<file path="src/hdl/gpio_port_regs.svh">
`ifndef GPIO_PORT_REGS_SVH
`define GPIO_PORT_REGS_SVH

`define PORT_WIDTH          16
`define ADDR_WIDTH          12
// Register bases (byte addresses); each but OFS_CHANGE_STATUS has clr/set/inv companions at +4/+8/+c
`define OFS_ANALOG_SELECT   12'h000
`define OFS_DIRECTION_REG   12'h010
`define OFS_PIN_LEVEL_REG   12'h020
`define OFS_OUTPUT_LATCH    12'h030
`define OFS_OPEN_DRAIN_CTL  12'h040
`define OFS_PULL_UP_ENABLE  12'h050
`define OFS_PULL_DOWN_ENABLE 12'h060
`define OFS_CHANGE_NOTIFY_CTL 12'h070
`define OFS_CHANGE_IRQ_ENABLE 12'h080
`define OFS_CHANGE_STATUS   12'h090
`define SUB_BASE            2'h0
`define SUB_CLR             2'h1
`define SUB_SET             2'h2
`define SUB_INV             2'h3
// Field positions in change_notify_ctl
`define CNCTL_ON_BIT        15
// Reset values
`define RST_ANALOG_SELECT   16'hffff
`define RST_DIRECTION_REG   16'hffff
`define RST_ZERO            16'h0000
// Value returned on companion reads
`define COMPANION_READ      32'h00000000

`endif

</file>
<file path="src/hdl/gpio_port_pkg.sv">
package gpio_port_pkg;
    typedef enum logic [1:0] {
        OP_WRITE = 2'h0,
        OP_CLR   = 2'h1,
        OP_SET   = 2'h2,
        OP_INV   = 2'h3
    } write_op_t;
    typedef logic [15:0] port_word_t;
endpackage

</file>
<file path="src/hdl/gpio_port_change_notify.sv">
`timescale 1ns/1ps
`include "gpio_port_regs.svh"

module gpio_port_change_notify
    import gpio_port_pkg::*;
(
    // Clock and reset
    input  wire logic        clock,
    input  wire logic        srst,
    // APB slave
    input  wire logic        psel,
    input  wire logic        penable,
    input  wire logic        pwrite,
    input  wire logic [11:0] paddr,
    input  wire logic [31:0] pwdata,
    output logic      [31:0] prdata,
    output logic             pready,
    output logic             pslverr,
    // Pins
    input  wire logic [15:0] pin_in,
    output logic      [15:0] pin_out,
    output logic      [15:0] pin_oe,
    output logic      [15:0] pull_up_en,
    output logic      [15:0] pull_down_en,
    output logic      [15:0] analog_mode,
    // Interrupt request to the processor
    output logic             change_irq
);

    port_word_t analog_select;
    port_word_t direction_reg;
    port_word_t output_latch;
    port_word_t open_drain_ctl;
    port_word_t pull_up_enable;
    port_word_t pull_down_enable;
    port_word_t change_notify_ctl;
    port_word_t change_irq_enable;
    port_word_t change_status;
    port_word_t pin_sample;
    port_word_t pin_prev;

    logic       wr_acc;
    logic       rd_acc;
    logic [7:0] reg_sel;
    write_op_t  op;
    port_word_t wdata;
    port_word_t pin_level_view;
    port_word_t next_latch;
    port_word_t change_seen;
    port_word_t read_clear;

    function automatic port_word_t apply_op(input port_word_t cur, input port_word_t val,
                                            input write_op_t o);
        case (o)
            OP_WRITE: apply_op = val;
            OP_CLR:   apply_op = cur & ~val;
            OP_SET:   apply_op = cur | val;
            OP_INV:   apply_op = cur ^ val;
            default:  apply_op = cur;
        endcase
    endfunction

    function automatic logic hit(input logic [11:0] ofs);
        hit = wr_acc && (paddr[11:4] == ofs[11:4]);
    endfunction

    // Unmapped offsets and byte addresses flag an error; unmapped writes hit nothing, byte-address writes still land
    function automatic logic bad_addr(input logic [11:0] a);
        bad_addr = (a[11:4] > (`OFS_CHANGE_STATUS >> 4)) || (a[1:0] != 2'h0);
    endfunction

    function automatic logic [31:0] read_word(input logic [11:0] a);
        read_word = 32'h00000000;
        if (write_op_t'(a[3:2]) != OP_WRITE) begin
            read_word = `COMPANION_READ;
        end else begin
            case (a[11:4])
                8'h00:   read_word = {16'h0000, analog_select};
                8'h01:   read_word = {16'h0000, direction_reg};
                8'h02:   read_word = {16'h0000, pin_level_view};
                8'h03:   read_word = {16'h0000, output_latch};
                8'h04:   read_word = {16'h0000, open_drain_ctl};
                8'h05:   read_word = {16'h0000, pull_up_enable};
                8'h06:   read_word = {16'h0000, pull_down_enable};
                8'h07:   read_word = {16'h0000, change_notify_ctl};
                8'h08:   read_word = {16'h0000, change_irq_enable};
                8'h09:   read_word = {16'h0000, change_status};
                default: read_word = 32'h00000000;
            endcase
        end
    endfunction

    // Zero-wait APB: every access completes in its first access cycle
    assign wr_acc = psel && penable && pwrite;
    assign rd_acc = psel && penable && !pwrite;
    assign reg_sel = paddr[11:4];
    assign op = write_op_t'(paddr[3:2]);
    assign wdata = pwdata[15:0];

    // Analog inputs read low
    assign pin_level_view = pin_sample & ~(analog_select & direction_reg);

    // Level writes and latch writes both land in the latch
    always_comb begin
        next_latch = output_latch;
        if (hit(`OFS_OUTPUT_LATCH) || hit(`OFS_PIN_LEVEL_REG)) begin
            next_latch = apply_op(output_latch, wdata, op);
        end
    end

    always_ff @(posedge clock) begin
        if (srst) begin
            output_latch <= `RST_ZERO;
        end else begin
            output_latch <= next_latch;
        end
    end

    // Pins come out of reset analog so no digital buffer sees a mid-rail level
    always_ff @(posedge clock) begin
        if (srst) begin
            analog_select <= `RST_ANALOG_SELECT;
        end else if (hit(`OFS_ANALOG_SELECT)) begin
            analog_select <= apply_op(analog_select, wdata, op);
        end
    end

    always_ff @(posedge clock) begin
        if (srst) begin
            direction_reg <= `RST_DIRECTION_REG;
        end else if (hit(`OFS_DIRECTION_REG)) begin
            direction_reg <= apply_op(direction_reg, wdata, op);
        end
    end

    always_ff @(posedge clock) begin
        if (srst) begin
            open_drain_ctl <= `RST_ZERO;
        end else if (hit(`OFS_OPEN_DRAIN_CTL)) begin
            open_drain_ctl <= apply_op(open_drain_ctl, wdata, op);
        end
    end

    always_ff @(posedge clock) begin
        if (srst) begin
            pull_up_enable <= `RST_ZERO;
        end else if (hit(`OFS_PULL_UP_ENABLE)) begin
            pull_up_enable <= apply_op(pull_up_enable, wdata, op);
        end
    end

    always_ff @(posedge clock) begin
        if (srst) begin
            pull_down_enable <= `RST_ZERO;
        end else if (hit(`OFS_PULL_DOWN_ENABLE)) begin
            pull_down_enable <= apply_op(pull_down_enable, wdata, op);
        end
    end

    always_ff @(posedge clock) begin
        if (srst) begin
            change_notify_ctl <= `RST_ZERO;
        end else if (hit(`OFS_CHANGE_NOTIFY_CTL)) begin
            change_notify_ctl <= apply_op(change_notify_ctl, wdata, op);
        end
    end

    always_ff @(posedge clock) begin
        if (srst) begin
            change_irq_enable <= `RST_ZERO;
        end else if (hit(`OFS_CHANGE_IRQ_ENABLE)) begin
            change_irq_enable <= apply_op(change_irq_enable, wdata, op);
        end
    end

    // Pins are synchronous inputs; one sample stage feeds reads and detection
    always_ff @(posedge clock) begin
        if (srst) begin
            pin_sample <= `RST_ZERO;
            pin_prev   <= `RST_ZERO;
        end else begin
            pin_sample <= pin_in;
            pin_prev   <= pin_sample;
        end
    end

    // Only digital inputs with their enable set can flag a change
    assign change_seen = (pin_sample ^ pin_prev) & direction_reg & ~analog_select
                         & change_irq_enable & {16{change_notify_ctl[`CNCTL_ON_BIT]}};

    // A base read of the pin level clears the status of every bit read
    assign read_clear = (rd_acc && reg_sel == `OFS_PIN_LEVEL_REG >> 4 && op == OP_WRITE)
                        ? 16'hffff : 16'h0000;

    // Set wins over the read clear so a change in that cycle survives
    always_ff @(posedge clock) begin
        if (srst) begin
            change_status <= `RST_ZERO;
        end else begin
            change_status <= (change_status & ~read_clear) | change_seen;
        end
    end

    always_ff @(posedge clock) begin
        if (srst) begin
            change_irq <= 1'b0;
        end else begin
            change_irq <= |(next_status_irq(change_status, change_irq_enable));
        end
    end

    function automatic port_word_t next_status_irq(input port_word_t st, input port_word_t en);
        next_status_irq = st & en;
    endfunction

    // Pin drivers, registered so outputs come straight from flops
    // Open-drain: drive zero only, release on one; push-pull otherwise
    always_ff @(posedge clock) begin
        if (srst) begin
            pin_out <= `RST_ZERO;
        end else begin
            pin_out <= next_latch & ~(open_drain_ctl & ~direction_reg);
        end
    end

    // Analog-selected outputs still drive, so a converter can read the level back
    always_ff @(posedge clock) begin
        if (srst) begin
            pin_oe <= `RST_ZERO;
        end else begin
            pin_oe <= ~direction_reg & ~(open_drain_ctl & next_latch);
        end
    end

    always_ff @(posedge clock) begin
        if (srst) begin
            pull_up_en <= `RST_ZERO;
        end else begin
            pull_up_en <= pull_up_enable;
        end
    end

    always_ff @(posedge clock) begin
        if (srst) begin
            pull_down_en <= `RST_ZERO;
        end else begin
            pull_down_en <= pull_down_enable;
        end
    end

    always_ff @(posedge clock) begin
        if (srst) begin
            analog_mode <= `RST_ANALOG_SELECT;
        end else begin
            analog_mode <= analog_select;
        end
    end

    // Zero-wait answer: pready rises in the first access cycle
    always_ff @(posedge clock) begin
        if (srst) begin
            pready <= 1'b0;
        end else begin
            pready <= psel && !penable;
        end
    end

    always_ff @(posedge clock) begin
        if (srst) begin
            pslverr <= 1'b0;
        end else begin
            pslverr <= psel && !penable && bad_addr(paddr);
        end
    end

    // Read data is taken at setup; it stands only while pready is high
    always_ff @(posedge clock) begin
        if (srst) begin
            prdata <= 32'h00000000;
        end else if (psel && !penable) begin
            prdata <= read_word(paddr);
        end else begin
            prdata <= 32'h00000000;
        end
    end

endmodule

</file>
<file path="config.mk">
export PLATFORM = sky130hd
export DESIGN_NAME = gpio_port_change_notify
export DESIGN_NICKNAME = d
export VERILOG_FILES = /design/src/hdl/gpio_port_pkg.sv /design/src/hdl/gpio_port_change_notify.sv
export VERILOG_INCLUDE_DIRS = /design/src /design/src/hdl
export SDC_FILE = /design/constraint.sdc
export NUM_CORES = 1
export LEC_CHECK = 0
export ABC_CLOCK_PERIOD_IN_PS = 2830
export BUFFER_PORTS_ARGS = -buffer_cell sky130_fd_sc_hd__buf_2
export CORE_ASPECT_RATIO = 2
export CORE_MARGIN = 2
export CORE_UTILIZATION = 54
export CTS_CLUSTER_DIAMETER = 60
export DETAILED_ROUTE_END_ITERATION = 10
export PLACE_DENSITY_LB_ADDON = 0.2
export SLEW_MARGIN = 15
export SYNTH_ARGS = -nofsm -noshare
export SYNTH_HDL_FRONTEND = slang
export SYNTH_SLANG_ARGS = --single-unit
</file>
<file path="constraint.sdc">
create_clock -name clock -period 2.83 [get_ports clock]
set_clock_uncertainty 0.1 [all_clocks]
set_input_delay 0.849 -clock clock [delete_from_list [all_inputs] [get_ports clock]]
set_output_delay 0.849 -clock clock [all_outputs]
set_load 0.05 [all_outputs]
</file>
==> results of run 1 <==
-- per-layer routing --
metal  part of all wire, %  wire length, um  vias to the layer above
met3                   6.8             3638                      142
met1                    40            21340                     7503
met5                     0                0                        -
met2                    48            25560                      641
met4                   5.1             2726                        0
li1                      -                -                     7220
-- synthesized netlist by cell type (all sizes together), types with 3 or more instances --
master / instances / area, um^2
a32oi: 6 / 52.55
and3: 4 / 25.02
a22oi: 3 / 22.52
nand2b: 3 / 18.77
a21boi: 12 / 90.09
xnor2: 16 / 140.1
clkbuf: 116 / 435.4
nand3b: 8 / 60.06
a22o: 8 / 70.07
nand4b: 4 / 35.03
ha: 256 / 3203
o21ai: 44 / 220.2
o211ai: 80 / 600.6
buf: 51 / 286.5
nor3: 11 / 55.05
a211o: 78 / 683.2
nand4: 10 / 62.56
a221oi: 3 / 26.28
mux2: 7 / 78.83
inv: 162 / 608.1
mux2i: 51 / 510.5
and2: 4 / 25.02
dfxtp: 275 / 5505
a211oi: 129 / 1049
nand3: 7 / 35.03
nor2b: 59 / 369.1
o41ai: 3 / 26.28
a31oi: 18 / 112.6
nor3b: 5 / 37.54
a32o: 3 / 30.03
nor4: 18 / 118.9
mux4: 32 / 720.7
a21oi: 132 / 660.6
o211a: 16 / 160.2
nor2: 131 / 491.7
nand2: 175 / 656.9
a2bb2oi: 3 / 26.28
-- worst paths after layout --
check | from | endpoint | slack [ns] | depth (start not counted)
min reg2reg | pin_sample[9] | pin_prev[9] | 0.40 | 1
min | pin_in[11] | pin_sample[11] | 0.39 | 2
max reg2reg | output_latch[6] | pin_oe[6] | 0.91 | 5
max | paddr[11] | change_notify_ctl[0] | 0.59 | 6
-- placed cells by master, fill, tap and decap left out, types with 10 or more instances in the layout --
| master | count |
|---|---|
| sky130_fd_sc_hd__mux2i_1 | 51 |
| sky130_fd_sc_hd__o211ai_1 | 80 |
| sky130_fd_sc_hd__inv_1 | 161 |
| sky130_fd_sc_hd__conb_1 | 16 |
| sky130_fd_sc_hd__o21ai_0 | 44 |
| sky130_fd_sc_hd__a21oi_1 | 132 |
| sky130_fd_sc_hd__mux4_2 | 32 |
| sky130_fd_sc_hd__buf_12 | 10 |
| sky130_fd_sc_hd__nor2b_1 | 59 |
| sky130_fd_sc_hd__a31oi_1 | 18 |
| sky130_fd_sc_hd__dfxtp_1 | 275 |
| sky130_fd_sc_hd__a211oi_2 | 16 |
| sky130_fd_sc_hd__nand4_1 | 10 |
| sky130_fd_sc_hd__nor2_1 | 131 |
| sky130_fd_sc_hd__ha_1 | 256 |
| sky130_fd_sc_hd__a211oi_1 | 113 |
| sky130_fd_sc_hd__xnor2_1 | 16 |
| sky130_fd_sc_hd__a211o_1 | 78 |
| sky130_fd_sc_hd__nor4_1 | 17 |
| sky130_fd_sc_hd__nor3_1 | 11 |
| sky130_fd_sc_hd__a21boi_0 | 12 |
| sky130_fd_sc_hd__clkbuf_16 | 27 |
| sky130_fd_sc_hd__buf_4 | 106 |
| sky130_fd_sc_hd__buf_2 | 144 |
| sky130_fd_sc_hd__nand2_1 | 175 |
| sky130_fd_sc_hd__o211a_1 | 16 |
-- power groups by stage --
stage	clock (mW)	combinational, mW	sequential [mW]
3_5_place_dp	0	1.07	4.00
4_1_cts	3.75	1.08	3.91
6_report	3.68	1.09	3.92
3_3_place_gp	0	1.03	4.00
5_1_grt	3.87	1.19	3.92
2_1_floorplan	0	0.737	4.00
-- cells by family (layout without fill, tap and decap cells) --
logic type                 Yosys count  after routing  synth area share (%)
AOI/OAI and AO/OA                  551            551                 22.51
and+or+nand+nor                    448            448                 11.81
buffers and inverters              329            473                 7.601
DFF                                275            275                 31.46
adders and majority gates          256            256                 18.31
muxes                               90             90                 7.487
xor gates and xnor gates            16             16                0.8008
other                                1             17               0.02143
-- area by class of cell --
class / count / area, um^2
multi-input cells: 1377 / 10730
clock buffers: 35 / 775.7
fillers: 2861 / 12100
repair buffers: 263 / 1754
diodes: 1 / 2.502
well taps: 427 / 534.3
inverters: 162 / 608.1
flip-flops and latches: 275 / 5505
clock inverters: 13 / 105.1
-- metrics by stage --
stage | hold WS, ns | util [%] | worst slack, ns | cells | power [mW]
after detailed placement | 0.3900 | 59.56 | 0.01462 | 2504 | 5.072
after global routing | 0.3974 | 62.31 | 0.5601 | 2553 | 8.974
after floorplan | 0.3607 | - | 0.08593 | 1981 | 4.736
after global placement | 0.3825 | 59.56 | 0.05508 | 2504 | 5.036
after CTS | 0.3793 | 62.31 | 0.5827 | 2552 | 8.744
final | 0.3935 | 62.31 | 0.5861 | 2553 | 8.683
==> run_summary.xml, run 1 <==
<?xml version="1.0" encoding="UTF-8"?>
<metrics>
  <group name="clocking">
    <metric name="cts-hold-fix-buffers" unit="">0</metric>
    <metric name="cts_tree" unit="">yes</metric>
    <metric name="postCtsResizedCells" unit="">0</metric>
    <metric name="worstSkewPairLatency" unit="ns">0.57</metric>
    <metric name="cts.sinks" unit="">275</metric>
    <metric name="path_clk_slew" unit="ns">0.07</metric>
    <metric name="cts_root_buffer" unit="">sky130_fd_sc_hd__clkbuf_16</metric>
    <metric name="cts_buffers" unit="">27</metric>
    <metric name="cts.htree.levels" unit="">1</metric>
    <metric name="cts.repair_timing.setup_buffer_count" unit="">0</metric>
    <metric name="ctsLongestPathBuffers" unit="">3</metric>
  </group>
  <group name="route">
    <metric name="final_wirelength" unit="mm">53.26</metric>
    <metric name="drt_drc_violations_left" unit="">0</metric>
    <metric name="drt_first_iter_violations" unit="">1223</metric>
    <metric name="detail_route.wl_per_cell" unit="um">20.86</metric>
    <metric name="drtAntennaViolNets" unit="">0</metric>
    <metric name="drt_first_pass_iters" unit="">6</metric>
    <metric name="detailroute.via_count" unit="">15510</metric>
    <metric name="vias_per_cell" unit="">6.074</metric>
  </group>
  <group name="global_routing">
    <metric name="met1_resource_use_gr" unit="%">38.77</metric>
    <metric name="first_global_vias" unit="">14830</metric>
    <metric name="use_met2" unit="%">52.15</metric>
    <metric name="groute.usage.overall" unit="%">30.68</metric>
    <metric name="globalRoute.busiestLayer" unit="">met2</metric>
    <metric name="pin_count_of_the_biggest_net_entering_global_routing" unit="">86</metric>
    <metric name="grt_use_met3" unit="%">3.502</metric>
    <metric name="grt_pass1_wl" unit="mm">83.48</metric>
    <metric name="grt_overflow_total" unit="">0</metric>
    <metric name="grt_antenna_before_repair" unit="">1</metric>
  </group>
  <group name="timing">
    <metric name="finalSetupViolCount" unit="">0</metric>
    <metric name="worstMarginPinSlew" unit="ns">0.8765</metric>
    <metric name="timing_hold_violations_final" unit="">0</metric>
    <metric name="fin_setup_tns" unit="ns">0</metric>
    <metric name="slew_viol_final" unit="">0</metric>
    <metric name="max_clock_freq" unit="GHz">0.4457</metric>
    <metric name="period_needed" unit="ns">2.244</metric>
    <metric name="max-slew-margin-rel" unit="%">41.44</metric>
    <metric name="period_share" unit="%">79.29</metric>
    <metric name="rsz0062_at_grt" unit="">false</metric>
  </group>
  <group name="power_and_ir_drop">
    <metric name="switching_power" unit="mW">2.361</metric>
    <metric name="vdd_drop_max" unit="V">0.0004492</metric>
    <metric name="power.internal" unit="mW">6.321</metric>
    <metric name="switching_share" unit="%">27.19</metric>
    <metric name="power.clock.fraction" unit="%">42.3</metric>
    <metric name="seqPwrFrac" unit="%">45.1</metric>
    <metric name="power.combinational.fraction" unit="%">12.6</metric>
    <metric name="leakage" unit="nW">9.094</metric>
    <metric name="power_density" unit="nW/um^2">433.9</metric>
  </group>
  <group name="cells_and_area">
    <metric name="final_layout_size_suffix_gt1_share" unit="%">17.32</metric>
    <metric name="layout.cell_area.non_filler" unit="um^2">20010</metric>
    <metric name="area_growth" unit="%">14.37</metric>
    <metric name="num-nets-final" unit="">2427</metric>
  </group>
  <group name="setup_path">
    <metric name="worst_ep_required_time" unit="ns">3.17</metric>
    <metric name="crit_chain" unit="">buf_2 &gt; or4_1 &gt; or4_4 &gt; buf_12 &gt; a21oi_1 &gt; a211oi_2</metric>
    <metric name="critPathMaxStageDelay" unit="ns">0.60</metric>
    <metric name="critPathArrivalTime" unit="ns">2.58</metric>
    <metric name="crit_path_end_kind" unit="">register</metric>
    <metric name="cp_num_buf_inv" unit="">2</metric>
    <metric name="slowest_stage" unit="">sky130_fd_sc_hd__or4_4</metric>
    <metric name="worst_setup_path_start_kind" unit="">primary input</metric>
    <metric name="timing_worst_setup_path_type" unit="">in2reg</metric>
    <metric name="critical_path.top_delay_family" unit="">simple AND/OR/NAND/NOR gates</metric>
    <metric name="critPathMaxFanout" unit="">14</metric>
  </group>
  <group name="synthesis">
    <metric name="synthesis.area_per_instance" unit="um^2">8.900</metric>
    <metric name="synth-warning-count" unit="">0</metric>
    <metric name="ys_async_sr_fraction" unit="%">0</metric>
    <metric name="synth-seq-area-share" unit="%">31.46</metric>
    <metric name="summed_instance_area_of_the_synthesized_netlist" unit="um^2">17500</metric>
    <metric name="ys.flop_type" unit="">sky130_fd_sc_hd__dfxtp_1</metric>
    <metric name="yosys.cell_types.count" unit="">61</metric>
    <metric name="ys_seq_elements" unit="">275</metric>
    <metric name="netlist_instances" unit="">1966</metric>
    <metric name="synth_enable_flop_cells" unit="">0</metric>
  </group>
  <group name="placed_design">
    <metric name="placement.io_buffers" unit="">147</metric>
    <metric name="detailed_place_hpwl" unit="mm">38.46</metric>
    <metric name="placed_cell_area" unit="um^2">19130</metric>
    <metric name="place_congestion" unit="">0.9222</metric>
  </group>
  <group name="die">
    <metric name="floorplan.die_area" unit="um^2">33950</metric>
    <metric name="core_region_area" unit="um^2">32120</metric>
    <metric name="io_pins" unit="">180</metric>
    <metric name="floorplan.initialDensity" unit="%">54.48</metric>
    <metric name="dieWidth" unit="um">131.3</metric>
    <metric name="chipHeight" unit="um">258.6</metric>
    <metric name="fp-row-count" unit="">93</metric>
  </group>
  <group name="run">
    <metric name="cap_violations" unit="">0</metric>
  </group>
  <group name="status">
    <metric name="status" unit="">completed</metric>
  </group>
  <group name="worst_hold_path">
    <metric name="hp-class" unit="">in2reg</metric>
  </group>
</metrics>
Power figures use the tool's default switching activity.
==> inputs of run 2 (changes only) <==
--- a/config.mk
+++ b/config.mk
@@ -6,7 +6,7 @@
 export SDC_FILE = /design/constraint.sdc
 export NUM_CORES = 1
 export LEC_CHECK = 0
-export ABC_CLOCK_PERIOD_IN_PS = 2830
+export ABC_CLOCK_PERIOD_IN_PS = 2040
 export BUFFER_PORTS_ARGS = -buffer_cell sky130_fd_sc_hd__buf_2
 export CORE_ASPECT_RATIO = 2
 export CORE_MARGIN = 2
==> constraint.sdc (replaced) <==
create_clock -name clock -period 2.04 [get_ports clock]
set_clock_uncertainty 0.1 [all_clocks]
set_input_delay 0.612 -clock clock [delete_from_list [all_inputs] [get_ports clock]]
set_output_delay 0.612 -clock clock [all_outputs]
set_load 0.05 [all_outputs]
==> run 2 against run 1 <==
Against the previous run:
- the flow now finishes with violations (negative setup slack)
- global-route usage grew 0.14 points
- worst setup slack worse by 0.60 ns
- power rose by 46%
- sequential share of layout area down 1.5 points
- non-clock buffer count increased by 99
- die area did not move
- cell count grew 3.9%
- via count increased by 1.2%
- utilization up 3.7 points
- critical endpoint is now pin_out[11]
- largest power group is now clock
==> run_summary.xml, run 2 (synthesis gave the netlist of run 1 again) <==
<?xml version="1.0" encoding="UTF-8"?>
<metrics>
  <group name="clocking">
    <metric name="cts.sinks" unit="">275</metric>
    <metric name="cts_buffers" unit="">27</metric>
    <metric name="path_clk_slew" unit="ns">0.06</metric>
    <metric name="postCtsResizedCells" unit="">0</metric>
    <metric name="worstSkewPairLatency" unit="ns">0.56</metric>
    <metric name="ctsLongestPathBuffers" unit="">3</metric>
    <metric name="cts_tree" unit="">yes</metric>
    <metric name="cts-hold-fix-buffers" unit="">0</metric>
    <metric name="cts.repair_timing.setup_buffer_count" unit="">0</metric>
    <metric name="cts.htree.levels" unit="">1</metric>
    <metric name="cts_root_buffer" unit="">sky130_fd_sc_hd__clkbuf_16</metric>
  </group>
  <group name="route">
    <metric name="drt_drc_violations_left" unit="">0</metric>
    <metric name="detailroute.via_count" unit="">15690</metric>
    <metric name="drtAntennaViolNets" unit="">0</metric>
    <metric name="vias_per_cell" unit="">5.913</metric>
    <metric name="drt_first_pass_iters" unit="">5</metric>
    <metric name="drt_first_iter_violations" unit="">1057</metric>
    <metric name="detail_route.wl_per_cell" unit="um">20.27</metric>
    <metric name="final_wirelength" unit="mm">53.77</metric>
  </group>
  <group name="timing">
    <metric name="slew_viol_final" unit="">0</metric>
    <metric name="worst_slack" unit="ns">-0.009922</metric>
    <metric name="final.hold.worst_slack" unit="ns">0.1543</metric>
    <metric name="finalSetupViolCount" unit="">1</metric>
    <metric name="worstMarginPinSlew" unit="ns">0.6163</metric>
    <metric name="period_share" unit="%">100.5</metric>
    <metric name="max-slew-margin-rel" unit="%">58.83</metric>
    <metric name="period_needed" unit="ns">2.050</metric>
    <metric name="rsz0062_at_grt" unit="">false</metric>
    <metric name="max_clock_freq" unit="GHz">0.4878</metric>
    <metric name="fin_setup_tns" unit="ns">-0.009922</metric>
    <metric name="timing_hold_violations_final" unit="">0</metric>
  </group>
  <group name="global_routing">
    <metric name="pin_count_of_the_biggest_net_entering_global_routing" unit="">113</metric>
    <metric name="grt_antenna_before_repair" unit="">1</metric>
    <metric name="grt_pass1_wl" unit="mm">84.17</metric>
    <metric name="groute.usage.overall" unit="%">30.82</metric>
    <metric name="first_global_vias" unit="">15490</metric>
    <metric name="grt_overflow_total" unit="">0</metric>
  </group>
  <group name="cells_and_area">
    <metric name="layout_commonest_cell" unit="">sky130_fd_sc_hd__dfxtp_1</metric>
    <metric name="layout.cell_area.non_filler" unit="um^2">21210</metric>
    <metric name="insertedDiodeCount" unit="">0</metric>
    <metric name="area_growth" unit="%">21.19</metric>
    <metric name="final_layout_size_suffix_gt1_share" unit="%">23.27</metric>
    <metric name="num-nets-final" unit="">2526</metric>
    <metric name="layout_common_cells" unit="">sky130_fd_sc_hd__dfxtp_1 (275), sky130_fd_sc_hd__ha_1 (248), sky130_fd_sc_hd__buf_4 (196)</metric>
  </group>
  <group name="die">
    <metric name="chipHeight" unit="um">258.6</metric>
    <metric name="floorplan.initialDensity" unit="%">54.48</metric>
    <metric name="core_region_area" unit="um^2">32120</metric>
    <metric name="dieWidth" unit="um">131.3</metric>
    <metric name="io_pins" unit="">180</metric>
    <metric name="fp-row-count" unit="">93</metric>
    <metric name="floorplan.die_area" unit="um^2">33950</metric>
  </group>
  <group name="placed_design">
    <metric name="placement.io_buffers" unit="">147</metric>
    <metric name="place_congestion" unit="">1.005</metric>
    <metric name="placed_cell_area" unit="um^2">20240</metric>
    <metric name="detailed_place_hpwl" unit="mm">39.75</metric>
  </group>
  <group name="setup_path">
    <metric name="critPathMaxFanout" unit="">8</metric>
    <metric name="worst_path_most_repeated_cell" unit="">sky130_fd_sc_hd__buf_4</metric>
    <metric name="critPathArrivalTime" unit="ns">2.36</metric>
    <metric name="critical_path_cell_count" unit="">8</metric>
    <metric name="r2r_depth" unit="">5</metric>
    <metric name="crit_chain" unit="">buf_2 &gt; buf_4 &gt; nor4_4 &gt; buf_4 &gt; nand4_1 &gt; buf_4 &gt; mux2i_2 &gt; a211oi_1</metric>
    <metric name="worst_setup_path_start_kind" unit="">primary input</metric>
    <metric name="critPathMaxStageDelay" unit="ns">0.46</metric>
    <metric name="cp_num_buf_inv" unit="">4</metric>
    <metric name="critical_path.top_delay_family" unit="">buffers and inverters</metric>
    <metric name="timing_worst_setup_path_type" unit="">in2reg</metric>
    <metric name="slowest_stage" unit="">sky130_fd_sc_hd__a211oi_1</metric>
    <metric name="crit_path_end_kind" unit="">register</metric>
    <metric name="worst_ep_required_time" unit="ns">2.35</metric>
  </group>
  <group name="power_and_ir_drop">
    <metric name="switching_power" unit="mW">3.321</metric>
    <metric name="switching_share" unit="%">26.18</metric>
    <metric name="seqPwrFrac" unit="%">42.8</metric>
    <metric name="vdd_drop_max" unit="V">0.0006493</metric>
    <metric name="power.combinational.fraction" unit="%">13.3</metric>
    <metric name="leakage" unit="nW">9.526</metric>
    <metric name="power.clock.fraction" unit="%">43.9</metric>
    <metric name="power" unit="mW">12.68</metric>
    <metric name="power_density" unit="nW/um^2">598.1</metric>
    <metric name="power.internal" unit="mW">9.363</metric>
  </group>
  <group name="status">
    <metric name="status" unit="">finished, violations left</metric>
    <metric name="violations" unit="">negative setup slack</metric>
  </group>
  <group name="worst_hold_path">
    <metric name="min_delay_path_depth" unit="">2</metric>
    <metric name="hp-class" unit="">in2reg</metric>
  </group>
  <group name="run">
    <metric name="cap_violations" unit="">0</metric>
  </group>
</metrics>
==> run 2: changes by cell type in the layout (fill, tap and decap cells not counted), sizes merged <==
cell / previous run / this run
inv: 162 / 147
clkinvlp: 3 / 19
diode: 1 / 0
clkbuf: 35 / 31
buf: 263 / 362
bufinv: 1 / 6
==> run 2: power by group through the flow <==
stage	sequential (mW)	combinational, mW	clock, mW
final	5.43	1.69	5.56
after global routing	5.43	1.84	5.83
after CTS	5.43	1.68	5.65
after detailed placement	5.55	1.67	0
after global placement	5.55	1.61	0
after floorplan	5.55	1.06	0
==> run 2: cell type report <==
cell class | count | area [um^2]
multi-input cells | 1377 | 10920
fillers | 2669 | 10910
flip-flops and latches | 275 | 5505
repair buffers | 362 | 2610
clock buffers | 31 | 710.7
inverters | 162 | 668.1
well taps | 427 | 534.3
clock inverters | 19 | 256.5
==> run 2: per-stage QoR <==
stage	cells	util (%)	setup slack, ns
after floorplan	1981	-	-0.2992
after global placement	2603	63.02	-0.4982
after detailed placement	2603	63.02	-0.5546
after CTS	2653	66.03	0.03247
after global routing	2653	66.03	0.006071
final	2653	66.03	-0.009922
==> run 2: per-layer routing <==
metal | routed length [um] | part of all wire, % | vias to the layer above | GRT usage (%)
li1 | - | - | 7439 | -
met1 | 21800 | 41 | 7528 | 38.00
met2 | 25950 | 48 | 566 | 53.57
met3 | 3343 | 6.2 | 152 | 3.638
met4 | 2663 | 5.0 | 2 | 14.76
met5 | 12 | 0.022 | - | 0
==> run 2: final timing paths <==
| path | startpoint | end | slack (ns) |
|---|---|---|---|
| setup / recovery | paddr[9] | pin_out[11] | -0.01 |
| hold / removal | pin_in[14] | pin_sample[14] | 0.15 |
| setup reg to reg | output_latch[11] | pin_out[11] | 0.17 |
| hold reg to reg | pin_sample[13] | pin_prev[13] | 0.41 |
